==> src/rtl/gpc_pkg.sv <==
package gpc_pkg;

    // ------------------------------------------------------------
    // Port geometry
    // ------------------------------------------------------------
    localparam int unsigned PORT_W = 16;      // Pins in one port
    localparam int unsigned SYNC_STAGES = 3;  // Pin sampling depth

    // ------------------------------------------------------------
    // Register map: base index in adr[7:4], alias in adr[3:2]
    // ------------------------------------------------------------
    localparam logic [3:0] REG_ANALOG = 4'h0;      // analog_select
    localparam logic [3:0] REG_DIR = 4'h1;         // direction_select
    localparam logic [3:0] REG_PIN = 4'h2;         // pin_level
    localparam logic [3:0] REG_LATCH = 4'h3;       // output_latch
    localparam logic [3:0] REG_OPEN_DRAIN = 4'h4;  // open_drain_select
    localparam logic [3:0] REG_NOTICE_CTRL = 4'h5; // change_notice_control
    localparam logic [3:0] REG_EN_LOW = 4'h6;      // change_enable_low
    localparam logic [3:0] REG_STATUS = 4'h7;      // change_status
    localparam logic [3:0] REG_EN_HIGH = 4'h8;     // change_enable_high
    localparam logic [3:0] REG_FLAGS = 4'h9;       // change_event_flags

    // Alias operations selected by adr[3:2]
    localparam logic [1:0] OP_WRITE = 2'h0;
    localparam logic [1:0] OP_CLR = 2'h1;
    localparam logic [1:0] OP_SET = 2'h2;
    localparam logic [1:0] OP_INV = 2'h3;

    // ------------------------------------------------------------
    // Field positions and reset values
    // ------------------------------------------------------------
    localparam int unsigned ON_BIT = 15;
    localparam int unsigned STYLE_BIT = 11;
    localparam logic [15:0] NOTICE_CTRL_MASK = 16'h8800; // Writable bits
    localparam logic [15:0] ANALOG_RST = 16'hffff;
    localparam logic [15:0] DIR_RST = 16'hffff;
    localparam logic [15:0] ZERO_RST = 16'h0000;

    // Apply a write or an atomic alias op to a base register
    function automatic logic [15:0] gpc_apply(input logic [15:0] old,
                                              input logic [15:0] wd,
                                              input logic [15:0] m,
                                              input logic [1:0] op);
        logic [15:0] v;
        v = wd & m;
        case (op)
            OP_CLR: gpc_apply = old & ~v;
            OP_SET: gpc_apply = old | v;
            OP_INV: gpc_apply = old ^ v;
            default: gpc_apply = (old & ~m) | v;
        endcase
    endfunction

endpackage

==> src/rtl/gpc_notice_if.sv <==
// Carries port state to the change detector and its events back
interface gpc_notice_if;
    import gpc_pkg::*;
    logic [PORT_W-1:0] pin;       // Synchronised pin levels
    logic [PORT_W-1:0] last_read; // Levels seen at last pin_level read
    logic [PORT_W-1:0] dir;       // Direction, one = input
    logic [PORT_W-1:0] en_low;    // change_enable_low
    logic [PORT_W-1:0] en_high;   // change_enable_high
    logic on;                     // Module on
    logic style;                  // edge_style_select
    logic [PORT_W-1:0] evt;       // Change events: one-cycle edges, or held mismatch in style zero
    modport ctrl(output pin, last_read, dir, en_low, en_high, on, style, input evt);
    modport det(input pin, last_read, dir, en_low, en_high, on, style, output evt);
endinterface

==> src/rtl/gpc_pin_sync.sv <==
module gpc_pin_sync
    import gpc_pkg::*;
(
    input wire logic ref_clk_i,
    input wire logic sys_rst_i,
    input wire logic [PORT_W-1:0] pad_in_i,
    output logic [PORT_W-1:0] pin_o
);

    // ------------------------------------------------------------
    // Three-deep sampling chain
    // ------------------------------------------------------------
    logic [PORT_W-1:0] stage_q [SYNC_STAGES]; // Stage 0 feeds only stage 1

    // Shift pins through the chain; read back three clocks late
    always_ff @(posedge ref_clk_i or posedge sys_rst_i) begin
        if (sys_rst_i) begin
            for (int i = 0; i < SYNC_STAGES; i++) begin
                stage_q[i] <= ZERO_RST;
            end
        end else begin
            stage_q[0] <= pad_in_i;
            for (int i = 1; i < SYNC_STAGES; i++) begin
                stage_q[i] <= stage_q[i-1];
            end
        end
    end

    assign pin_o = stage_q[SYNC_STAGES-1];

endmodule

==> src/rtl/gpc_change_detect.sv <==
module gpc_change_detect
    import gpc_pkg::*;
(
    input wire logic ref_clk_i,
    input wire logic sys_rst_i,
    gpc_notice_if.det chg
);

    // ------------------------------------------------------------
    // Edge and mismatch detection
    // ------------------------------------------------------------
    logic [PORT_W-1:0] prev_q; // Pin levels one clock earlier
    wire [PORT_W-1:0] rise_w = chg.pin & ~prev_q;
    wire [PORT_W-1:0] fall_w = ~chg.pin & prev_q;
    wire [PORT_W-1:0] mism_w = chg.pin ^ chg.last_read;
    // Style one picks edges per enable pair; style zero uses mismatch
    wire [PORT_W-1:0] edge_w = (chg.en_low & rise_w) | (chg.en_high & fall_w);
    wire [PORT_W-1:0] sel_w = chg.style ? edge_w : (chg.en_low & mism_w);
    // No clock gate is involved, so detection keeps working in sleep
    assign chg.evt = chg.on ? (sel_w & chg.dir) : ZERO_RST;

    // Remember the previous sample for edge detection
    always_ff @(posedge ref_clk_i or posedge sys_rst_i) begin
        if (sys_rst_i) begin
            prev_q <= ZERO_RST;
        end else begin
            prev_q <= chg.pin;
        end
    end

endmodule

==> src/rtl/gpc_port_top.sv <==
// Summary of operation
// - Alias writes clear, set or invert one-bits
// - Alias addresses read back as zero
// - Direction one means input, zero output
// - Reset sets every direction bit
// - Latch drives outputs; pin writes hit latch
// - Pin reads are three clocks late
// - Open-drain bit makes output drive low only
// - Analog input pins read as zero
// - Analog select resets to all ones
// - Output level on analog pins reaches analog side
// - Change detection needs no gated clock
// - Each pin has its own enable pair
// - Detection runs only with module on
// - Enables plus style choose transition type
// - Five change notice registers per port
// - Ten base registers, forty addresses including aliases
// - Style zero mismatch; style one edge choices
// - Status shows change since last pin read
// - Flags stick until software clears them
// - Only input pins raise change events
module gpc_port_top
    import gpc_pkg::*;
(
    input wire logic ref_clk_i,
    input wire logic sys_rst_i,
    input wire logic wb_cyc_i,
    input wire logic wb_stb_i,
    input wire logic wb_we_i,
    input wire logic [7:0] wb_adr_i,
    input wire logic [3:0] wb_sel_i,
    input wire logic [31:0] wb_dat_i,
    output logic [31:0] wb_dat_o,
    output logic wb_ack_o,
    input wire logic [PORT_W-1:0] pad_in_i,
    output logic [PORT_W-1:0] pad_out_o,
    output logic [PORT_W-1:0] pad_oe_o,
    output logic [PORT_W-1:0] analog_drive_o,
    output logic notice_irq_o
);

    // ------------------------------------------------------------
    // Register state
    // ------------------------------------------------------------
    logic [PORT_W-1:0] ansel_q;   // analog_select
    logic [PORT_W-1:0] dir_q;     // direction_select
    logic [PORT_W-1:0] lat_q;     // output_latch
    logic [PORT_W-1:0] odc_q;     // open_drain_select
    logic [PORT_W-1:0] ctrl_q;    // change_notice_control
    logic [PORT_W-1:0] en_low_q;  // change_enable_low
    logic [PORT_W-1:0] en_high_q; // change_enable_high
    logic [PORT_W-1:0] flags_q;   // change_event_flags
    logic [PORT_W-1:0] last_q;    // Pins seen at last pin_level read
    logic ack_q;                  // Bus answer
    logic [31:0] rdat_q;          // Bus read data
    logic [PORT_W-1:0] out_q;     // Pad drive level
    logic [PORT_W-1:0] oe_q;      // Pad drive enable
    logic [PORT_W-1:0] adrv_q;    // Level offered to analog side
    logic irq_q;                  // Change notice request

    // ------------------------------------------------------------
    // Pin sampling and change detection
    // ------------------------------------------------------------
    logic [PORT_W-1:0] pin_w; // Synchronised pins
    gpc_notice_if chg();

    gpc_pin_sync u_sync (
        .ref_clk_i(ref_clk_i),
        .sys_rst_i(sys_rst_i),
        .pad_in_i(pad_in_i),
        .pin_o(pin_w)
    );

    gpc_change_detect u_detect (
        .ref_clk_i(ref_clk_i),
        .sys_rst_i(sys_rst_i),
        .chg(chg.det)
    );

    // Feed the detector with the live configuration
    assign chg.pin = pin_w;
    assign chg.last_read = last_q;
    assign chg.dir = dir_q;
    assign chg.en_low = en_low_q;
    assign chg.en_high = en_high_q;
    assign chg.on = ctrl_q[ON_BIT];
    assign chg.style = ctrl_q[STYLE_BIT];

    // ------------------------------------------------------------
    // Bus decode
    // ------------------------------------------------------------
    // Answer takes one idle clock, so ack is one cycle after the request
    wire acc_w = wb_cyc_i & wb_stb_i & ~ack_q;
    wire wr_w = acc_w & wb_we_i;
    wire rd_w = acc_w & ~wb_we_i;
    wire [3:0] base_w = wb_adr_i[7:4];
    wire [1:0] op_w = wb_adr_i[3:2];
    wire [15:0] wd_w = wb_dat_i[15:0];
    // Only the two low byte lanes hold data
    wire [15:0] m_w = {{8{wb_sel_i[1]}}, {8{wb_sel_i[0]}}};

    // Base register hit strobes, every alias included
    wire wr_ansel_w = wr_w & (base_w == REG_ANALOG);
    wire wr_dir_w = wr_w & (base_w == REG_DIR);
    // Pin and latch addresses both land in the latch
    wire wr_lat_w = wr_w & ((base_w == REG_PIN) | (base_w == REG_LATCH));
    wire wr_odc_w = wr_w & (base_w == REG_OPEN_DRAIN);
    wire wr_ctrl_w = wr_w & (base_w == REG_NOTICE_CTRL);
    wire wr_enl_w = wr_w & (base_w == REG_EN_LOW);
    wire wr_enh_w = wr_w & (base_w == REG_EN_HIGH);
    wire wr_flags_w = wr_w & (base_w == REG_FLAGS);
    // Pin read at its base address refreshes the mismatch reference
    wire rd_pin_w = rd_w & (base_w == REG_PIN) & (op_w == OP_WRITE);

    // ------------------------------------------------------------
    // Next register values
    // ------------------------------------------------------------
    wire [15:0] ansel_d = gpc_apply(ansel_q, wd_w, m_w, op_w);
    wire [15:0] dir_d = gpc_apply(dir_q, wd_w, m_w, op_w);
    wire [15:0] lat_d = gpc_apply(lat_q, wd_w, m_w, op_w);
    wire [15:0] odc_d = gpc_apply(odc_q, wd_w, m_w, op_w);
    wire [15:0] ctrl_d = gpc_apply(ctrl_q, wd_w, m_w & NOTICE_CTRL_MASK, op_w);
    wire [15:0] enl_d = gpc_apply(en_low_q, wd_w, m_w, op_w);
    wire [15:0] enh_d = gpc_apply(en_high_q, wd_w, m_w, op_w);
    // New events win over a clearing write in the same clock
    wire [15:0] flags_base_w = wr_flags_w ? gpc_apply(flags_q, wd_w, m_w, op_w) : flags_q;
    wire [15:0] flags_d = flags_base_w | chg.evt;
    // Enabled input flags collapse into one request
    wire [15:0] live_w = flags_q & dir_q & (en_low_q | en_high_q);
    wire irq_d = ctrl_q[ON_BIT] & (|live_w);

    // ------------------------------------------------------------
    // Read path
    // ------------------------------------------------------------
    // Analog input pins are masked off the pin image
    wire [15:0] pin_img_w = pin_w & ~(ansel_q & dir_q);
    // Status compares live pins with the last read reference
    wire [15:0] status_w = pin_w ^ last_q;
    logic [15:0] rd_word;

    // Base addresses only; aliases and holes read as zero
    always_comb begin
        rd_word = ZERO_RST;
        if (op_w != OP_WRITE) begin
            rd_word = ZERO_RST;
        end else if (base_w == REG_ANALOG) begin
            rd_word = ansel_q;
        end else if (base_w == REG_DIR) begin
            rd_word = dir_q;
        end else if (base_w == REG_PIN) begin
            rd_word = pin_img_w;
        end else if (base_w == REG_LATCH) begin
            rd_word = lat_q;
        end else if (base_w == REG_OPEN_DRAIN) begin
            rd_word = odc_q;
        end else if (base_w == REG_NOTICE_CTRL) begin
            rd_word = ctrl_q;
        end else if (base_w == REG_EN_LOW) begin
            rd_word = en_low_q;
        end else if (base_w == REG_STATUS) begin
            rd_word = status_w;
        end else if (base_w == REG_EN_HIGH) begin
            rd_word = en_high_q;
        end else if (base_w == REG_FLAGS) begin
            rd_word = flags_q;
        end
    end

    // ------------------------------------------------------------
    // Bus answer
    // ------------------------------------------------------------
    // Ack for one clock; data stands until the next read
    always_ff @(posedge ref_clk_i or posedge sys_rst_i) begin
        if (sys_rst_i) begin
            ack_q <= 1'b0;
            rdat_q <= 32'h0000_0000;
        end else begin
            ack_q <= acc_w;
            if (rd_w) begin
                rdat_q <= {16'h0000, rd_word};
            end
        end
    end

    // ------------------------------------------------------------
    // Port configuration registers
    // ------------------------------------------------------------
    // Directions and analog selects start as analog inputs
    always_ff @(posedge ref_clk_i or posedge sys_rst_i) begin
        if (sys_rst_i) begin
            ansel_q <= ANALOG_RST;
            dir_q <= DIR_RST;
            odc_q <= ZERO_RST;
        end else begin
            if (wr_ansel_w) begin
                ansel_q <= ansel_d;
            end
            if (wr_dir_w) begin
                dir_q <= dir_d;
            end
            if (wr_odc_w) begin
                odc_q <= odc_d;
            end
        end
    end

    // Output latch, shared by pin and latch addresses
    always_ff @(posedge ref_clk_i or posedge sys_rst_i) begin
        if (sys_rst_i) begin
            lat_q <= ZERO_RST;
        end else if (wr_lat_w) begin
            lat_q <= lat_d;
        end
    end

    // ------------------------------------------------------------
    // Change notice registers
    // ------------------------------------------------------------
    // Control and enable pairs
    always_ff @(posedge ref_clk_i or posedge sys_rst_i) begin
        if (sys_rst_i) begin
            ctrl_q <= ZERO_RST;
            en_low_q <= ZERO_RST;
            en_high_q <= ZERO_RST;
        end else begin
            if (wr_ctrl_w) begin
                ctrl_q <= ctrl_d;
            end
            if (wr_enl_w) begin
                en_low_q <= enl_d;
            end
            if (wr_enh_w) begin
                en_high_q <= enh_d;
            end
        end
    end

    // Sticky flags, mismatch reference and request
    always_ff @(posedge ref_clk_i or posedge sys_rst_i) begin
        if (sys_rst_i) begin
            flags_q <= ZERO_RST;
            last_q <= ZERO_RST;
            irq_q <= 1'b0;
        end else begin
            flags_q <= flags_d;
            if (rd_pin_w) begin
                last_q <= pin_w;
            end
            irq_q <= irq_d;
        end
    end

    // ------------------------------------------------------------
    // Pad drive
    // ------------------------------------------------------------
    // Open-drain pins only pull low; a high latch releases the pad
    always_ff @(posedge ref_clk_i or posedge sys_rst_i) begin
        if (sys_rst_i) begin
            out_q <= ZERO_RST;
            oe_q <= ZERO_RST;
            adrv_q <= ZERO_RST;
        end else begin
            out_q <= lat_q & ~odc_q;
            oe_q <= ~dir_q & ~(odc_q & lat_q);
            adrv_q <= lat_q & ~dir_q & ansel_q;
        end
    end

    assign wb_ack_o = ack_q;
    assign wb_dat_o = rdat_q;
    assign pad_out_o = out_q;
    assign pad_oe_o = oe_q;
    assign analog_drive_o = adrv_q;
    assign notice_irq_o = irq_q;
endmodule

==> config.mk <==
export PLATFORM = sky130hd
export DESIGN_NAME = gpc_port_top
export DESIGN_NICKNAME = d
export VERILOG_FILES = /design/src/rtl/gpc_pkg.sv /design/src/rtl/gpc_notice_if.sv /design/src/rtl/gpc_pin_sync.sv /design/src/rtl/gpc_change_detect.sv /design/src/rtl/gpc_port_top.sv
export SDC_FILE = /design/constraint.sdc
export NUM_CORES = 1
export LEC_CHECK = 0
export BUFFER_PORTS_ARGS = -buffer_cell sky130_fd_sc_hd__buf_2
export CAP_MARGIN = 20
export CORE_MARGIN = 5
export CORE_UTILIZATION = 60
export CTS_CLUSTER_DIAMETER = 100
export CTS_CLUSTER_SIZE = 12
export DETAILED_ROUTE_END_ITERATION = 10
export PLACE_DENSITY = 0.85
export SYNTH_ARGS = -nofsm -noshare
export SYNTH_HDL_FRONTEND = slang
export SYNTH_SLANG_ARGS = --single-unit
==> constraint.sdc <==
create_clock -name ref_clk_i -period 15.2 [get_ports ref_clk_i]
set_input_delay 3.04 -clock ref_clk_i [delete_from_list [all_inputs] [get_ports ref_clk_i]]
set_output_delay 3.04 -clock ref_clk_i [all_outputs]
set_load 0.005 [all_outputs]
=== Word-level counts from Yosys, hierarchy flattened ===
Index checks and enable logic that the tools add are counted.
Widths: inputs -> output; s select.

* Register bits: 274
* Input bits: 65
* Output and inout port bits: 82

* Eq/ne operators: 12
* Multiplexer cells: 22
* Bitwise operators: 89
* Reductions and logical operators: 4

{| class="wikitable"
|+ Operator list
! operator !! number
|-
| $and 16x16->16 || 33
|-
| $pmux 16 s3 || 8
|-
| $or 16x16->16 || 19
|-
| $mux 16 || 14
|-
| $not 16->16 || 10
|-
| $xor 16x16->16 || 9
|-
| $eq 4x3->1 const B || 4
|-
| $reduce_or 16->1 || 1
|-
| $and 1x1->1 || 15
|-
| $eq 4x2->1 const B || 2
|-
| $eq 4x4->1 const B || 2
|-
| $eq 2x2->1 const B || 2
|-
| $eq 4x1->1 const B || 1
|-
| $logic_not 4->1 || 1
|-
| $eq 2x1->1 const B || 1
|-
| $logic_not 2->1 || 1
|-
| $not 1->1 || 2
|-
| $reduce_bool 2->1 || 1
|-
| $or 1x1->1 || 1
|}

=== Logic depth before layout (Yosys ltp) ===
* Depth in word-level cells: 12
* Gate-level depth with buffers: 8
* Depth with buffers taken out: 6

=== Hierarchy ===
From an unflattened synthesis, not the netlist that was laid out.

* Cell total of the unflattened synthesis: 1564
* Area total of the unflattened synthesis: 15118.2 um^2

{| class="wikitable"
|+ Modules (own cells, without submodules)
! module !! times used !! cells each !! area each (um^2) !! sequential area each (um^2)
|-
| gpc_port_top || 1 || 1347 || 12451.9 || 4944.7
|-
| gpc_change_detect || 1 || 152 || 1341.3 || 400.4
|-
| gpc_pin_sync || 1 || 65 || 1325.0 || 1201.2
|}

=== Worst setup path after synthesis ===
No wires, ideal clock.

* Path kind: input-to-reg
* Start: input port wb_sel_i[1]
* End: register flags_q[12]
* Data arrival time: 4574 ps
* Path slack: 10500 ps
* Cell stages on the path: 8
* Cell sequence: clkbuf_1 -> clkbuf_1 -> nand2_1 -> ha_1 -> nand2_1 -> o21ai_0 -> a21oi_1 -> a221o_1

* Cells in the longest elaborated chain, start to end: 6
* Elaborated cells on any way between the ends: 11
* Those cells by class: 2 x mux; 9 x bitwise

{| class="wikitable"
|+ Ends and longest elaborated chain
! what !! line !! RTL
|-
| from (decl) || gpc_port_top.sv:31 || <nowiki>input wire logic [3:0] wb_sel_i,</nowiki>
|-
| $not 16->16 / $and 16x16->16 (equally long branches) || gpc_pkg.sv:50, gpc_pkg.sv:45 ||
|-
| $and 16x16->16 / $not 16->16 (equally long branches) || gpc_pkg.sv:50, gpc_pkg.sv:47 ||
|-
| $or 16x16->16 / $and 16x16->16 (equally long branches) || gpc_pkg.sv:50, gpc_pkg.sv:47 ||
|-
| $pmux 16 s3 * || gpc_pkg.sv:46 || <nowiki>case (op)</nowiki>
|-
| $mux 16 * || gpc_port_top.sv:126 || <nowiki>wire [15:0] flags_base_w = wr_flags_w ? gpc_apply(flags_q, wd_w, m_w, op_w) : flags_q;</nowiki>
|-
| $or 16x16->16 * || gpc_port_top.sv:127 || <nowiki>wire [15:0] flags_d = flags_base_w | chg.evt;</nowiki>
|-
| named net flags_d[12] || gpc_port_top.sv:127 ||
|-
| to (signal assigned) || gpc_port_top.sv:245 || <nowiki>flags_q <= flags_d;</nowiki>
|-
| to (decl) || gpc_port_top.sv:52 || <nowiki>logic [PORT_W-1:0] flags_q;</nowiki>
|}

Mark *: on every way through the listed nets, which the timed path passes. The rest lies on a longest branch.
A chain may end at the register's enable or synchronous reset.

=== Final worst setup path ===
* Start: input port wb_adr_i[4]
* End: register dir_q[1], in the netlist chg.dir[1]

* Cells in the longest elaborated chain, start to end: 2

{| class="wikitable"
|+ Ends and longest elaborated chain
! what !! line !! RTL
|-
| from (decl) || gpc_port_top.sv:30 || <nowiki>input wire logic [7:0] wb_adr_i,</nowiki>
|-
| $eq 4x1->1 || gpc_port_top.sv:104 || <nowiki>wire wr_dir_w = wr_w & (base_w == REG_DIR);</nowiki>
|-
| $and 1x1->1 || gpc_port_top.sv:104 ||
|-
| to (signal assigned) || gpc_port_top.sv:199 || <nowiki>dir_q <= dir_d;</nowiki>
|-
| to (decl) || gpc_port_top.sv:46 || <nowiki>logic [PORT_W-1:0] dir_q;</nowiki>
|}

No other way between the ends.

==> flow_summary.json <==
{
  "cts_root_buffer": "clkbuf_16",
  "post_cts_buffers": 0,
  "reg2reg_slack_ps": 12370,
  "fmax_mhz": 166,
  "syn_inst": 1556,
  "min_from": "u_sync.stage_q[41]$_DFF_PP0_",
  "setup-tns-final_ps": 0,
  "avgRoutedWirePerCell_um": 22.3,
  "die-area_sq_mm": 0.0274,
  "status": "finished, final reports clean",
  "worst_pin_slew_ps": 1170,
  "grt_usage_pct": 31.3,
  "dpl.hpwl_um": 29200,
  "layout_common_cells": "248 x a21oi_1, 235 x nand2_1, 228 x dfrtp_1, 151 x o21ai_0, 124 x nor2_1",
  "ys_types": 61,
  "r2r-start": "wb_ack_o$_DFF_PP0_",
  "stdcell_count": 1953,
  "place.gp.congestion": 0.953,
  "grt_pass1_wl_um": 66800,
  "critPathKind": "input pin to flip-flop",
  "ys_ff_latch": 260,
  "hold_path.class": "flip-flop to flip-flop",
  "fin_crit_sh_pct": 39.5,
  "route.detailed.drc": 0,
  "io_pins": 147,
  "async_reset_ff_share_pct": 100,
  "final_nets": 1792,
  "setup_viol": 0,
  "dpl.cell_count": 1910,
  "wl_met1_um": 17400,
  "holdWs_ps": 342,
  "drt_iter0_markers": 1972,
  "fin_skew_ps": 29.5,
  "port-buffer-count": 110,
  "cp.required_ps": 15650,
  "fin_util_pct": 66.0,
  "rsz0062_at_grt": "no",
  "path_clk_slew_ps": 60,
  "synthFlopType": "dfrtp_1",
  "final_max_slew_viol_count": 0,
  "grt_pass1_vias": 11800,
  "worstSetupEndpointType": "flip-flop",
  "layout-drive-gt1-share_pct": 13.9,
  "grt_remaining_overflow": 0,
  "first_pass_iters": 6,
  "syn_avg_cell_area_sq_um": 9.32,
  "routed-wl-met2_um": 18500,
  "crit_fanout": 62,
  "ant_nets": 0,
  "cts_resized": 0,
  "antenna_found_initial": 1,
  "grt_max_degree": 132,
  "cts.sinks": 260,
  "slew_headroom_pct": 21.9,
  "wl_um": 43500,
  "routed.top_layer": "met5",
  "reg2reg_to": "chg.dir[1]$_DFFE_PP1P_",
  "n_antenna_cell": 0,
  "cts_inserted_buffers": 25,
  "drv_cap": 0,
  "cts_buffer_depth": 3,
  "h-tree-depth": 1,
  "area_growth_pct": 9.30,
  "p_leak_nw": 7.18,
  "die-width_um": 166,
  "min_to": "u_sync.stage_q[25]$_DFF_PP0_",
  "fin_ws_ps": 9190,
  "die_height_um": 166,
  "arrival_ps": 6460,
  "vias": 12900,
  "core_sq_mm": 0.0240,
  "min_path_cells": 0,
  "met3_length_um": 5680,
  "vias_per_cell": 6.60,
  "start_util_pct": 60.4,
  "pre_cts_ws_ps": 8830,
  "postCtsHoldBufs": 0,
  "ff2ff_path_depth": 4,
  "yosysSeqAreaShare_pct": 45.1,
  "powerDensity_mw_per_mm2": 108,
  "yosys_warnings": 0,
  "worstSkewPairLatency_ps": 540,
  "start_kind": "input pin",
  "cts_tree": "yes",
  "vdd_drop_max_uv": 62.3,
  "rows": 57,
  "final_common_cell": "a21oi_1",
  "synth_edf_count": 0,
  "netlist_area_sq_mm": 0.0145,
  "hold_viol_final": 0,
  "min_period_ps": 6010
}
power by group:
| part | switching, mW | total (mW) | internal [mW] |
|---|---|---|---|
| logic | 0.164 | 0.280 | 0.116 |
| clock network | 0.262 | 0.585 | 0.323 |
| registers | 0.0812 | 0.840 | 0.759 |
| total | 0.507 | 1.70 | 1.20 |
cell type report:
| class | instances | area [sq um] |
|---|---|---|
| clock buffer | 42 | 689 |
| clock inverter | 1 | 30.0 |
| fill | 1920 | 8180 |
| inverter | 6 | 30.0 |
| multi-input combinational | 1200 | 7520 |
| sequential | 260 | 6550 |
| tap | 324 | 405 |
| timing repair buffer | 120 | 634 |
metrics by stage:
stage | area (sq um) | power (mW)
6_report | 15900 | 1.70
5_1_grt | 15900 | 1.78
4_1_cts | 15900 | 1.70
3_5_place_dp | 15100 | 1.12
3_3_place_gp | 15100 | 1.10
2_1_floorplan | 14600 | 1.02
worst max-delay path by stage:
stage	startpoint	to	slack, ps	depth (start not counted)
2_1_floorplan	sys_rst_i	analog_drive_o[0]$_DFF_PP0_	5060	1
3_3_place_gp	wb_adr_i[4]	chg.dir[5]$_DFFE_PP1P_	8920	6
3_5_place_dp	wb_adr_i[4]	chg.dir[1]$_DFFE_PP1P_	8830	6
4_1_cts	wb_adr_i[4]	chg.dir[1]$_DFFE_PP1P_	9380	6
5_1_grt	wb_adr_i[4]	chg.dir[1]$_DFFE_PP1P_	9260	6
6_report	wb_adr_i[4]	chg.dir[1]$_DFFE_PP1P_	9190	6
registers in the layout (all words and copies together) (netlist names):
signal and count:
pad_out_o 16, chg.dir 16, analog_drive_o 16, u_detect.prev_q 16, u_sync.stage_q 32, chg.en_high 16, pad_oe_o 16, wb_ack_o 1
wb_dat_o 16, lat_q 16, chg.en_low 16, notice_irq_o 1, ansel_q 16, chg.last_read 16, ctrl_q 2, odc_q 16
flags_q 16, u_sync.pin_o 16
layer usage:
layer  GRT usage [%]  vias to the layer above
li1                -                     5734
met1            45.2                     6160
met2            45.7                      851
met3            7.97                      145
met4            11.9                        2
met5               0                        -
cell usage after synthesis (2+ instances only):
| cell | count | area, sq um |
|---|---|---|
| o31ai_1 | 2 | 15.0 |
| a31o_2 | 7 | 61.3 |
| a22o_1 | 68 | 596 |
| clkbuf_1 | 60 | 225 |
| or2_2 | 2 | 12.5 |
| nor3_2 | 2 | 20.0 |
| nor2b_1 | 19 | 119 |
| and3b_1 | 6 | 52.6 |
| o22ai_1 | 5 | 31.3 |
| a211oi_1 | 3 | 22.5 |
| inv_1 | 5 | 18.8 |
| buf_4 | 17 | 128 |
| mux2_2 | 17 | 191 |
| a311oi_1 | 2 | 17.5 |
| nand2_1 | 235 | 882 |
| nor3_1 | 7 | 35.0 |
| nand3_1 | 8 | 40.0 |
| o221a_2 | 7 | 78.8 |
| ha_1 | 114 | 1430 |
| nand3b_1 | 20 | 150 |
| o41ai_1 | 7 | 61.3 |
| nand4_1 | 6 | 37.5 |
| nor2_2 | 2 | 12.5 |
| mux2i_1 | 22 | 220 |
| buf_1 | 10 | 37.5 |
| o21ai_0 | 151 | 756 |
| nor4_4 | 2 | 42.5 |
| o221ai_1 | 15 | 131 |
| nor2_1 | 124 | 465 |
| o311ai_0 | 3 | 26.3 |
| a21oi_1 | 248 | 1240 |
| dfrtp_1 | 228 | 5710 |
| or3_1 | 2 | 12.5 |
| xor2_1 | 16 | 140 |
| a22oi_1 | 7 | 52.6 |
| o211ai_1 | 19 | 143 |
| buf_2 | 18 | 90.1 |
| a221o_1 | 5 | 50.1 |
| mux4_2 | 2 | 45.0 |
| a21o_1 | 5 | 37.5 |
| dfstp_2 | 32 | 841 |
| nand2b_1 | 4 | 25.0 |
| a32oi_1 | 4 | 35.0 |
critical path, cell delays in order:
cell	delay (ps)
buf_2	80
buf_4	670
or4b_1	650
nor2_2	930
nand2_1	620
a22o_1	400
cells by family after synthesis:
group	Yosys count	synth area share, %
adder cells (fa/ha/maj)	114	9.83
AO/OA/AOI/OAI	563	23.4
XOR/XNOR	16	0.966
buffers and inverters	111	3.47
AND/OR/NAND/NOR	450	14.0
multiplexers	41	3.15
other	1	0.0258
flip-flops	260	45.1
No activity file was read; power rests on OpenSTA's default activity.
